==> src/verilog/ibtq_regs.svh <==
// Constants for the image block transfer queue
`ifndef IBTQ_REGS_SVH
`define IBTQ_REGS_SVH

// Transfer method codes on the method select port
`define IBTQ_METHOD_BASIC   2'h0
`define IBTQ_METHOD_AUTO    2'h1
`define IBTQ_METHOD_USER    2'h2

// Manual stream variant codes
`define IBTQ_VARIANT_CONT   1'h0
`define IBTQ_VARIANT_FIXED  1'h1

// Defaults
`define IBTQ_DEPTH_DEF      8
`define IBTQ_DESC_W_DEF     16
`define IBTQ_QUOTA_W_DEF    16
`define IBTQ_LOST_W_DEF     32
`define IBTQ_FILL_W_DEF     16
`define IBTQ_PKT_BYTES_DEF  1024

`endif

==> src/verilog/ibtq_pkg.sv <==
// Types for the image block transfer queue
`default_nettype none

package ibtq_pkg;

    typedef enum logic [1:0] {
        IBTQ_ST_IDLE  = 2'b00,
        IBTQ_ST_FETCH = 2'b01,
        IBTQ_ST_SEND  = 2'b10
    } ibtq_state_t;

endpackage

`default_nettype wire

==> src/verilog/ibtq_desc_mem.sv <==
// Descriptor memory with registered read data
`timescale 1ns/1ps
`default_nettype none

module ibtq_desc_mem #(
    parameter int W     = 16,
    parameter int DEPTH = 8,
    parameter int AW    = 3
) (
    // Clock and reset
    input  wire logic          i_core_clk,
    input  wire logic          i_rst_n,
    // Write side
    input  wire logic          i_wr_en,
    input  wire logic [AW-1:0] i_wr_addr,
    input  wire logic [W-1:0]  i_wr_data,
    // Read side
    input  wire logic [AW-1:0] i_rd_addr,
    output logic      [W-1:0]  o_rd_data
);

    logic [W-1:0] mem [DEPTH];

    // Read before write on a shared address returns the old word
    always_ff @(posedge i_core_clk) begin
        if (i_wr_en) begin
            mem[i_wr_addr] <= i_wr_data;
        end
        if (!i_rst_n) begin
            o_rd_data <= '0;
        end else begin
            o_rd_data <= mem[i_rd_addr];
        end
    end

endmodule

`default_nettype wire

==> src/verilog/ibtq_core.sv <==
// Image block transfer queue between processing path and stream link
//
// How it works
// - A block is queued as one descriptor, covering image plus appended metadata.
// - Software picks basic, automatic or user-controlled transfer method.
// - Automatic methods start the newest block once one packet of data exists.
// - Next block launches in the same cycle the link reports completion.
// - Blocks wait in the queue while the link is slower than production.
// - Queue capacity is shown as a constant read-only value.
// - Occupancy output counts blocks held and not yet started.
// - Blocks leave strictly oldest first.
// - Push into a full queue overwrites the oldest unstarted block.
// - Each overwrite increments the lost block counter.
// - A block in flight completes before the next one starts.
// - User-controlled method offers continuous or fixed-count variant.
// - Continuous variant streams like automatic, gated by go and halt.
// - Fixed-count variant sends exactly the quota then stops.
// - Acquisition start or stop never touches queue or transfer state.
// - Channel close empties the queue and cancels pending transmission.
// - Halt lets the block in progress finish.
// - Go and halt act only in the user-controlled method.
// - Quota is used only in the fixed-count variant.
`timescale 1ns/1ps
`default_nettype none
`include "ibtq_regs.svh"

module ibtq_core #(
    parameter int DEPTH     = `IBTQ_DEPTH_DEF,
    parameter int DESC_W    = `IBTQ_DESC_W_DEF,
    parameter int QUOTA_W   = `IBTQ_QUOTA_W_DEF,
    parameter int LOST_W    = `IBTQ_LOST_W_DEF,
    parameter int FILL_W    = `IBTQ_FILL_W_DEF,
    parameter int PKT_BYTES = `IBTQ_PKT_BYTES_DEF,
    parameter int AW        = (DEPTH > 1) ? $clog2(DEPTH) : 1
) (
    // Clock and reset
    input  wire logic               i_core_clk,
    input  wire logic               i_rst_n,
    // Software control
    input  wire logic [1:0]         i_xfer_method_select,
    input  wire logic               i_manual_stream_variant,
    input  wire logic [QUOTA_W-1:0] i_fixed_block_quota,
    input  wire logic               i_stream_go_cmd,
    input  wire logic               i_stream_halt_cmd,
    input  wire logic               i_chan_close,
    // Blocks from processing path
    input  wire logic               i_blk_push,
    input  wire logic [DESC_W-1:0]  i_blk_desc,
    input  wire logic               i_blk_end,
    input  wire logic [FILL_W-1:0]  i_blk_fill_bytes,
    // Link layer transmitter
    output logic                    o_tx_start,
    output logic      [DESC_W-1:0]  o_tx_desc,
    output logic                    o_tx_busy,
    output logic                    o_tx_abort,
    input  wire logic               i_tx_done,
    // Status readouts
    output logic      [AW:0]        o_queue_capacity_readout,
    output logic      [AW:0]        o_queue_occupancy_readout,
    output logic      [LOST_W-1:0]  o_lost_block_counter,
    output logic                    o_stream_enabled,
    output logic      [QUOTA_W-1:0] o_blocks_left
);

    // ****************************************************************
    // Helpers
    // ****************************************************************
    localparam logic [AW:0]     CAP     = (AW+1)'(DEPTH);
    localparam logic [AW-1:0]   LAST    = AW'(DEPTH - 1);
    localparam logic [FILL_W-1:0] PKT   = FILL_W'(PKT_BYTES);

    function automatic logic [AW-1:0] ptr_inc(input logic [AW-1:0] p);
        ptr_inc = (p == LAST) ? '0 : p + 1'b1;
    endfunction

    // ****************************************************************
    // State
    // ****************************************************************
    logic [AW-1:0]        wr_ptr_r, wr_ptr_nxt;
    logic [AW-1:0]        rd_ptr_r, rd_ptr_nxt;
    logic [AW:0]          cnt_r, cnt_nxt;
    logic                 tail_open_r, tail_open_nxt;
    logic [LOST_W-1:0]    lost_r, lost_nxt;
    logic                 run_r, run_nxt;
    logic [QUOTA_W-1:0]   left_r, left_nxt;
    ibtq_pkg::ibtq_state_t st_r, st_nxt;
    logic                 start_r, start_nxt;
    logic                 abort_r, abort_nxt;
    logic [DESC_W-1:0]    desc_r, desc_nxt;
    logic [DESC_W-1:0]    mem_rdata;

    logic user_m;
    logic fixed_m;
    logic go;
    logic halt;
    logic enabled;
    logic head_ready;
    logic slot_free;
    logic launch;
    logic push;
    logic overflow;

    // ****************************************************************
    // Command and launch decode
    // ****************************************************************
    always_comb begin
        user_m  = (i_xfer_method_select == `IBTQ_METHOD_USER);
        fixed_m = user_m && (i_manual_stream_variant == `IBTQ_VARIANT_FIXED);
        // Commands outside the user method are dropped, never deferred
        go      = i_stream_go_cmd && user_m;
        halt    = i_stream_halt_cmd && user_m;
        // Automatic methods always stream; user method follows go and halt
        enabled = user_m ? run_r : 1'b1;
        // Only the newest block may still be filling; wait for one packet
        head_ready = (cnt_r != '0)
                     && ((cnt_r > (AW+1)'(1)) || !tail_open_r
                         || (i_blk_fill_bytes >= PKT));
        // Transmitter free now, or freeing this very cycle
        slot_free = (st_r == ibtq_pkg::IBTQ_ST_IDLE)
                    || ((st_r == ibtq_pkg::IBTQ_ST_SEND) && i_tx_done);
        launch  = slot_free && enabled && head_ready && !i_chan_close;
        push    = i_blk_push && !i_chan_close;
        // A popped head has begun, so it is never the one overwritten
        overflow = push && (cnt_r == CAP) && !launch;
    end

    // ****************************************************************
    // Queue control
    // ****************************************************************
    always_comb begin
        wr_ptr_nxt    = push ? ptr_inc(wr_ptr_r) : wr_ptr_r;
        rd_ptr_nxt    = (launch || overflow) ? ptr_inc(rd_ptr_r) : rd_ptr_r;
        cnt_nxt       = cnt_r;
        if (push && !launch && !overflow) begin
            cnt_nxt = cnt_r + 1'b1;
        end else if (launch && !push) begin
            cnt_nxt = cnt_r - 1'b1;
        end
        lost_nxt      = overflow ? lost_r + 1'b1 : lost_r;
        // An end beside a push closes the older block; the new one is open
        tail_open_nxt = push ? 1'b1 : (i_blk_end ? 1'b0 : tail_open_r);

        // Acquisition has no path into any of this state
        if (i_chan_close) begin
            wr_ptr_nxt    = '0;
            rd_ptr_nxt    = '0;
            cnt_nxt       = '0;
            tail_open_nxt = 1'b0;
        end
    end

    always_ff @(posedge i_core_clk) begin
        if (!i_rst_n) begin
            wr_ptr_r    <= '0;
            rd_ptr_r    <= '0;
            cnt_r       <= '0;
            lost_r      <= '0;
            tail_open_r <= 1'b0;
        end else begin
            wr_ptr_r    <= wr_ptr_nxt;
            rd_ptr_r    <= rd_ptr_nxt;
            cnt_r       <= cnt_nxt;
            lost_r      <= lost_nxt;
            tail_open_r <= tail_open_nxt;
        end
    end

    // ****************************************************************
    // Stream gating
    // ****************************************************************
    always_comb begin
        run_nxt  = run_r;
        left_nxt = left_r;

        // Quota counts launches; a block cut by close still used its turn
        if (go) begin
            run_nxt = 1'b1;
            if (fixed_m) begin
                left_nxt = i_fixed_block_quota;
                run_nxt  = (i_fixed_block_quota != '0);
            end
        end else if (launch && fixed_m) begin
            left_nxt = left_r - 1'b1;
            if (left_r == QUOTA_W'(1)) begin
                run_nxt = 1'b0;
            end
        end
        // Halt only stops new launches; the block in flight runs on
        if (halt) begin
            run_nxt = 1'b0;
        end
        // In the user method a reopened channel must see a fresh go before streaming again
        if (i_chan_close) begin
            run_nxt = 1'b0;
        end
    end

    always_ff @(posedge i_core_clk) begin
        if (!i_rst_n) begin
            run_r  <= 1'b0;
            left_r <= '0;
        end else begin
            run_r  <= run_nxt;
            left_r <= left_nxt;
        end
    end

    // ****************************************************************
    // Transmit sequencing
    // ****************************************************************
    always_comb begin
        st_nxt    = st_r;
        start_nxt = 1'b0;
        abort_nxt = 1'b0;
        desc_nxt  = desc_r;

        case (st_r)
            ibtq_pkg::IBTQ_ST_IDLE: begin
                if (launch) begin
                    st_nxt = ibtq_pkg::IBTQ_ST_FETCH;
                end
            end
            // One dead cycle lets the registered memory present the head
            ibtq_pkg::IBTQ_ST_FETCH: begin
                desc_nxt  = mem_rdata;
                start_nxt = 1'b1;
                st_nxt    = ibtq_pkg::IBTQ_ST_SEND;
            end
            ibtq_pkg::IBTQ_ST_SEND: begin
                if (i_tx_done) begin
                    st_nxt = launch ? ibtq_pkg::IBTQ_ST_FETCH
                                    : ibtq_pkg::IBTQ_ST_IDLE;
                end
            end
            default: begin
                st_nxt = ibtq_pkg::IBTQ_ST_IDLE;
            end
        endcase

        if (i_chan_close) begin
            abort_nxt = (st_r != ibtq_pkg::IBTQ_ST_IDLE);
            st_nxt    = ibtq_pkg::IBTQ_ST_IDLE;
            start_nxt = 1'b0;
            // Descriptor only moves together with a start pulse
            desc_nxt  = desc_r;
        end
    end

    always_ff @(posedge i_core_clk) begin
        if (!i_rst_n) begin
            st_r    <= ibtq_pkg::IBTQ_ST_IDLE;
            start_r <= 1'b0;
            abort_r <= 1'b0;
            desc_r  <= '0;
        end else begin
            st_r    <= st_nxt;
            start_r <= start_nxt;
            abort_r <= abort_nxt;
            desc_r  <= desc_nxt;
        end
    end

    // ****************************************************************
    // Descriptor store
    // ****************************************************************
    // Read address is the head; data is valid in the FETCH cycle
    ibtq_desc_mem #(
        .W     (DESC_W),
        .DEPTH (DEPTH),
        .AW    (AW)
    ) u_mem (
        .i_core_clk (i_core_clk),
        .i_rst_n    (i_rst_n),
        .i_wr_en    (push),
        .i_wr_addr  (wr_ptr_r),
        .i_wr_data  (i_blk_desc),
        .i_rd_addr  (rd_ptr_r),
        .o_rd_data  (mem_rdata)
    );

    // ****************************************************************
    // Outputs
    // ****************************************************************
    assign o_tx_start                = start_r;
    assign o_tx_desc                 = desc_r;
    assign o_tx_busy                 = (st_r == ibtq_pkg::IBTQ_ST_SEND);
    assign o_tx_abort                = abort_r;

    // ****************************************************************
    // Status readouts
    // ****************************************************************
    // Capacity is fixed at build time and never moves
    assign o_queue_capacity_readout  = CAP;
    assign o_queue_occupancy_readout = cnt_r;
    assign o_lost_block_counter      = lost_r;
    assign o_stream_enabled          = enabled;
    assign o_blocks_left             = left_r;

endmodule

`default_nettype wire

==> config.mk <==
export PLATFORM = sky130hd
export DESIGN_NAME = ibtq_core
export DESIGN_NICKNAME = d
export VERILOG_FILES = /design/src/verilog/ibtq_pkg.sv /design/src/verilog/ibtq_desc_mem.sv /design/src/verilog/ibtq_core.sv
export VERILOG_INCLUDE_DIRS = /design/src /design/src/verilog
export SDC_FILE = /design/constraint.sdc
export NUM_CORES = 1
export LEC_CHECK = 0
export ABC_CLOCK_PERIOD_IN_PS = 2800
export BUFFER_PORTS_ARGS = -buffer_cell sky130_fd_sc_hd__buf_2
export CAP_MARGIN = 20
export CORE_AREA = 5 5 160 116
export CTS_CLUSTER_DIAMETER = 150
export DETAILED_ROUTE_END_ITERATION = 10
export DIE_AREA = 0 0 165 121
export PLACE_DENSITY = 0.8
export REMOVE_ABC_BUFFERS = 1
export SYNTH_ARGS = -nofsm -noshare
export SYNTH_HDL_FRONTEND = slang
export SYNTH_HIERARCHICAL = 1
export SYNTH_SLANG_ARGS = --single-unit
export TNS_END_PERCENT = 50
==> constraint.sdc <==
create_clock -name i_core_clk -period 2.8 [get_ports i_core_clk]
set_input_delay 0.42 -clock i_core_clk [delete_from_list [all_inputs] [get_ports i_core_clk]]
set_output_delay 0.42 -clock i_core_clk [all_outputs]
set_load 0.02 [all_outputs]
# Yosys cells after proc, flatten, opt, wreduce, memory -nomap -nowiden
# Memory sizes are Yosys's and may differ from the RTL's. A register that Yosys moved wholly into a read port is not among the register bits.
# Cells that the tools add are included.
totals:
  ram_bits: 128
  wordCells: 93
  register_bits: 80
  output_inout_bits: 76
  input_bits: 59
  mem_count: 1
classes:
  n_lt_le_gt_ge: 2
  n_addsub: 6
  n_reduce_logical: 40
  n_bitwise: 2
  n_mux: 21
  n_eq_ne: 10
mem_list:
  columns: ["name", "words", "width", "rd", "rd_clocked_by_memory_dff", "write_ports", "line_no", "rtl"]
  rows:
  - ["u_mem.mem", 8, 16, 1, 1, 1, "ibtq_desc_mem.sv:22", "logic [W-1:0] mem [DEPTH];"]
ops:
  columns: ["operator", "count"]
  rows:
  - ["$mux W16", 3]
  - ["$add A32 B1 Y32 const B", 1]
  - ["$eq A16 B1 Y1 const B", 1]
  - ["$ge A16 B11 Y1 const B", 1]
  - ["$reduce_bool A16 Y1", 1]
  - ["$sub A16 B1 Y16 const B", 1]
  - ["$logic_and A1 B1 Y1", 15]
  - ["$mux W1", 11]
  - ["$reduce_and A2 Y1", 5]
  - ["$reduce_bool A2 Y1", 5]
  - ["$mux W4", 2]
  - ["$add A3 B1 Y3 const B", 2]
  - ["$eq A3 B3 Y1 const B", 2]
  - ["$logic_not A1 Y1", 6]
  - ["$mux W3", 2]
  - ["$pmux W2 S3", 1]
  - ["$add A4 B1 Y4 const B", 1]
  - ["$eq A2 B2 Y1 const B", 2]
  - ["$eq A4 B4 Y1 const B", 1]
  - ["$gt A4 B1 Y1 const B", 1]
  - ["$logic_or A1 B1 Y1", 4]
  - ["$mux W2", 2]
  - ["$ne A2 B2 Y1 const B", 2]
  - ["$reduce_bool A4 Y1", 1]
  - ["7 further kinds", 8]

# Longest topological paths before layout
logic_depth:
  word_depth: 11
  depth_mapped: 8

# Hierarchy
# The synthesis kept the hierarchy.
by_module_without_submodules:
  columns: ["module", "cells_each", "area_each_um2", "instances"]
  rows:
  - ["ibtq_desc_mem", 254, 5306.3, 1]
  - ["ibtq_core", 515, 4145.2, 1]

# Least setup slack after synthesis
# OpenSTA, ideal clock, no wires.
synth_timing:
  path_kind: "input to register"
  startpoint: "input port i_chan_close"
  endpoint: "memory u_mem.mem[0][0], enable pin"
  stages: 5
  setup_ps: 409
  slack_ps: 236
  arrival_time_ps: 2155
  path_cell_list: "nand2b_1 -> clkbuf_1 -> inv_1 -> nand2b_1 -> nor3_1"
synth_via:
  elab_chain_len: 4
synth_rtl:
  columns: ["element", "line_no", "rtl"]
  rows:
  - ["start: declaration", "ibtq_core.sv:45", "input wire logic i_chan_close,"]
  - ["$logic_not A1 Y1", "ibtq_core.sv:122", "push = i_blk_push && !i_chan_close;"]
  - ["$logic_and A1 B1 Y1", "ibtq_core.sv:122", null]
  - ["named net push", "ibtq_core.sv:100", "logic push;"]
  - ["$mux W1", "ibtq_desc_mem.sv:26", "if (i_wr_en) begin"]
  - ["$mux W1 (implied by the code)", "ibtq_desc_mem.sv:27", "mem[i_wr_addr] <= i_wr_data;"]
  - ["end: declaration", "ibtq_desc_mem.sv:22", null]
# The timed path passes the listed nets, and every way through them passes these cells.

# Worst setup path in the final report
layout_timing:
  startpoint: "register cnt_r[1] (netlist: o_queue_occupancy_readout[1])"
  endpoint: "register cnt_r[1] (netlist: o_queue_occupancy_readout[1])"
layout_via:
  elab_chain_len: 11
layout_rtl:
  columns: ["element", "line_no", "rtl"]
  rows:
  - ["start: declaration", "ibtq_core.sv:81", "logic [AW:0] cnt_r, cnt_nxt;"]
  - ["start signal: assignment", "ibtq_core.sv:162", "cnt_r <= cnt_nxt;"]
  - ["$gt A4 B1 Y1", "ibtq_core.sv:116", "&& ((cnt_r > (AW+1)'(1)) || !tail_open_r"]
  - ["$logic_or A1 B1 Y1", "ibtq_core.sv:116", null]
  - ["$logic_or A1 B1 Y1", "ibtq_core.sv:117", "|| (i_blk_fill_bytes >= PKT));"]
  - ["$logic_and A1 B1 Y1", "ibtq_core.sv:116", null]
  - ["$logic_and A1 B1 Y1 (2 in a row)", "ibtq_core.sv:121", "launch = slot_free && enabled && head_ready && !i_chan_close;"]
  - ["$logic_not A1 Y1", "ibtq_core.sv:124, ibtq_core.sv:134", null]
  - ["$logic_and A1 B1 Y1", "ibtq_core.sv:124", "overflow = push && (cnt_r == CAP) && !launch;"]
  - ["$logic_not A1 Y1", "ibtq_core.sv:134", "if (push && !launch && !overflow) begin"]
  - ["$logic_and A1 B1 Y1", "ibtq_core.sv:134", null]
  - ["$mux W4 / $reduce_bool A2 Y1 (equally long branches)", null, null]
# Parallel ways exist; a longest one is shown, timed or not. The select of a mux whose other input is x is not followed.
# A chain may end at the register's enable or synchronous reset.

==> run_results.csv <==
group,metric,value,unit
outcome,outcome,"complete, no violations",
setup_path,slowest_delay,0.59,ns
yosys,synth_cell_type_count,57,
pwr,peakVddDrop,0.3261,mV
yosys,synth_top_cell_by_area,"edfxtp_1",
floorplan,io-pin-count,135,
min_path,hold_path_depth,3,
setup_path,path_delay_family,"simple AND/OR/NAND/NOR gates",
setup_path,cp_max_fo,7,
pwr,p_sw_frac,0.2053,
setup_path,crit_path_cell_trace,"inv_1 -> ha_1 -> or3b_2 -> and4_1 -> a21oi_1 -> o221ai_1 -> nor3b_1",
setup_path,worstRegToRegCells,7,
pwr,power.density,632.7,nW/um2
place,dp.cells,1095,
pwr,pwr-share-comb,0.051,
setup_path,critPathBufInv,1,
sta,whs,0.1787,ns
sta,clock.fmax,381.1,MHz
clock_tree,clock-sinks,224,
route,first_iter_violations,597,
pwr,p_seq_frac,0.504,
cells_and_area,syn2layout_area_growth,17.39,%
yosys,synth_ff_type,"edfxtp_1",
route,route.detailed.drc,0,
setup_path,rrSetupSlack,0.18,ns
cells_and_area,final_area,11100,um2
place,io_buffers,120,
yosys,synthTopCellsByArea,"edfxtp_1 41%, dfxtp_1 20%, mux2i_1 4.7%",
floorplan,fp.dieH,121,um
global_route,grt_max_degree,38,
floorplan,core_area,16820,um2
floorplan,fp.dieArea,19970,um2
sta,final_max_slew_viol_count,0,
place,placed_cell_area,10310,um2
global_route,grt_overflow_total,0,
setup_path,cp_slowest_cell,"a21oi_1",
yosys,ys_seq_area_frac,0.6100,
clock_tree,cts_setup_buffers,0,
cells_and_area,drive_above_1_share,0.2301,
sta,clock_skew,0.009189,ns
floorplan,die_w,165,um
sta,post-route-period-util,0.9371,
clock_tree,h-tree-depth,1,
sta,setup_viol,0,
setup_path,cp-startpoint,"o_queue_occupancy_readout[1]",
yosys,synth_top_cell_area_share,0.4067,
min_path,hold_path.class,"in2reg",
clock_tree,clk_pin_slew_worst_paths,0.06,ns
place,dp_slack,0.3226,ns
clock_tree,clkLatencyLatePin,0.50,ns
route,antenna_left,0,
global_route,antenna_found_initial,2,
pwr,clkPwrFrac,0.445,
yosys,synth_edf_count,128,
clock_tree,cts_root_buf,"clkbuf_16",
setup_path,critPathRequiredTime,3.16,ns
yosys,syn_area,9452,um2
route,vias,6578,
sta,rsz0062_at_grt,"no",
pwr,p_int,5.578,mW
place,gp_congestion,0.8971,
route,wire_per_inst,18.81,um
setup_path,path_class,"reg2reg",
yosys,synth_warnings,6,
clock_tree,cts_made_buffers,22,
cells_and_area,fin_util,0.6598,
sta,period_minus_slack,2.624,ns
pwr,power,7.020,mW
clock_tree,cts_tree,"built",
cells_and_area,layout.cells.non_filler,1136,
route,wirelength,21.37,mm
floorplan,start_util,0.5621,
sta,hold_viol,0,
pwr,p_leak,4.255,nW
yosys,ys_ff_latch,224,
route,vias_per_cell,5.790,
global_route,grt_pass1_wl,33.49,mm
setup_path,worstReg2RegStart,"o_queue_occupancy_readout[1]",
setup_path,cp.depth,7,
min_path,worstHoldStart,"i_blk_end",
yosys,yosysMostFrequentCell,"edfxtp_1",
yosys,synthCells,769,
global_route,grt_use_total,0.2120,
yosys,avgSynthCellArea,12.29,um2
yosys,synthArstFlopShare,0,
setup_path,cp-start-kind,"flop",
setup_path,worstPathArrival,2.99,ns
sta,fin_ws,0.1760,ns
clock_tree,postCtsResizedCells,0,
pwr,p_sw,1.441,mW
global_route,grt_pass1_vias,6200,
floorplan,row_count,40,
place,dp_hpwl,13.68,mm
route,drt_pre_antenna_iters,5,
setup_path,end_kind,"flop",
flow_run,drv_cap,0,
sta,fin_setup_tns,0,ns
clock_tree,ctsLongestPathBuffers,3,
clock_tree,cts_hold_buf,0,
sta,relSlewSlack,0.5289,
cells_and_area,final_nets,957,
yosys,synth_common_cells,"128 x edfxtp_1, 96 x dfxtp_1, 71 x nand2_1",
sta,tightestPinTransition,0.7066,ns
[cell families (layout without fill, tap and decap cells)]
| logic type | count (synthesis) | count (layout) | synth area share |
|---|---|---|---|
| adders and majority gates | 10 | 10 | 0.01324 |
| buffers and inverters | 63 | 196 | 0.03257 |
| and+or+nand+nor | 248 | 248 | 0.1371 |
| DFF | 224 | 224 | 0.6100 |
| other | 2 | 5 | 0.0007946 |
| muxes | 60 | 60 | 0.08591 |
| AOI/OAI and AO/OA | 146 | 146 | 0.1055 |
| xor gates and xnor gates | 16 | 16 | 0.01483 |
[cell usage in the layout, fill, tap and decap left out, types with 12 or more instances in the layout]
cell type	Yosys	layout
buf_2	8	120
inv_1	13	12
nand2b_1	13	13
dfxtp_1	96	95
nand2_1	71	71
mux4_2	13	13
a22oi_1	19	19
clkbuf_16	0	23
buf_4	8	22
o211a_1	18	18
nand3_1	12	12
nand4_1	15	15
nor2_1	53	53
mux2i_1	44	44
a21oi_1	54	54
edfxtp_1	128	128
[metal layers]
layer  share of wire  global-route usage  vias up
li1                -                   -     3108
met1            0.44              0.3084     3159
met2            0.46              0.3326      269
met3           0.074             0.03599       40
met4           0.020             0.05506        2
met5         0.00061                   0        -
[tightest hold or removal path, cell delays in order]
cell	delay (ns)
buf_2	0.07
nand2b_1	0.08
a21oi_1	0.05
[sequential cells by signal (all words and copies together) (netlist names), 2 cells and up]
register / cells
u_mem/mem: 128
o_lost_block_counter: 32
o_blocks_left: 16
o_tx_desc: 16
u_mem/o_rd_data: 16
o_queue_occupancy_readout: 4
rd_ptr_r: 3
wr_ptr_r: 3
st_r: 2
[layout make-up]
type | count | area [um2]
clock buffer | 29 | 618.1
tap | 231 | 289.0
inverter | 13 | 48.80
multi-input combinational | 484 | 3421
timing repair buffer | 143 | 785.8
sequential | 224 | 5767
fill | 1237 | 5720
antenna | 1 | 2.502
clock inverter | 11 | 163.9
[power by group through the flow]
stage,clock network (mW),registers [mW],logic [mW]
after floorplan,0,3.62,0.190
after global placement,0,3.61,0.340
after detailed placement,0,3.61,0.347
after CTS,3.17,3.54,0.353
after global routing,3.33,3.54,0.392
final,3.12,3.54,0.356
[worst paths after layout]
kind	to
setup / recovery	o_queue_occupancy_readout[1]
hold / removal	tail_open_r
setup reg to reg	o_queue_occupancy_readout[1]
hold reg to reg	o_tx_desc[2]
(Power assumes the default switching activity.)
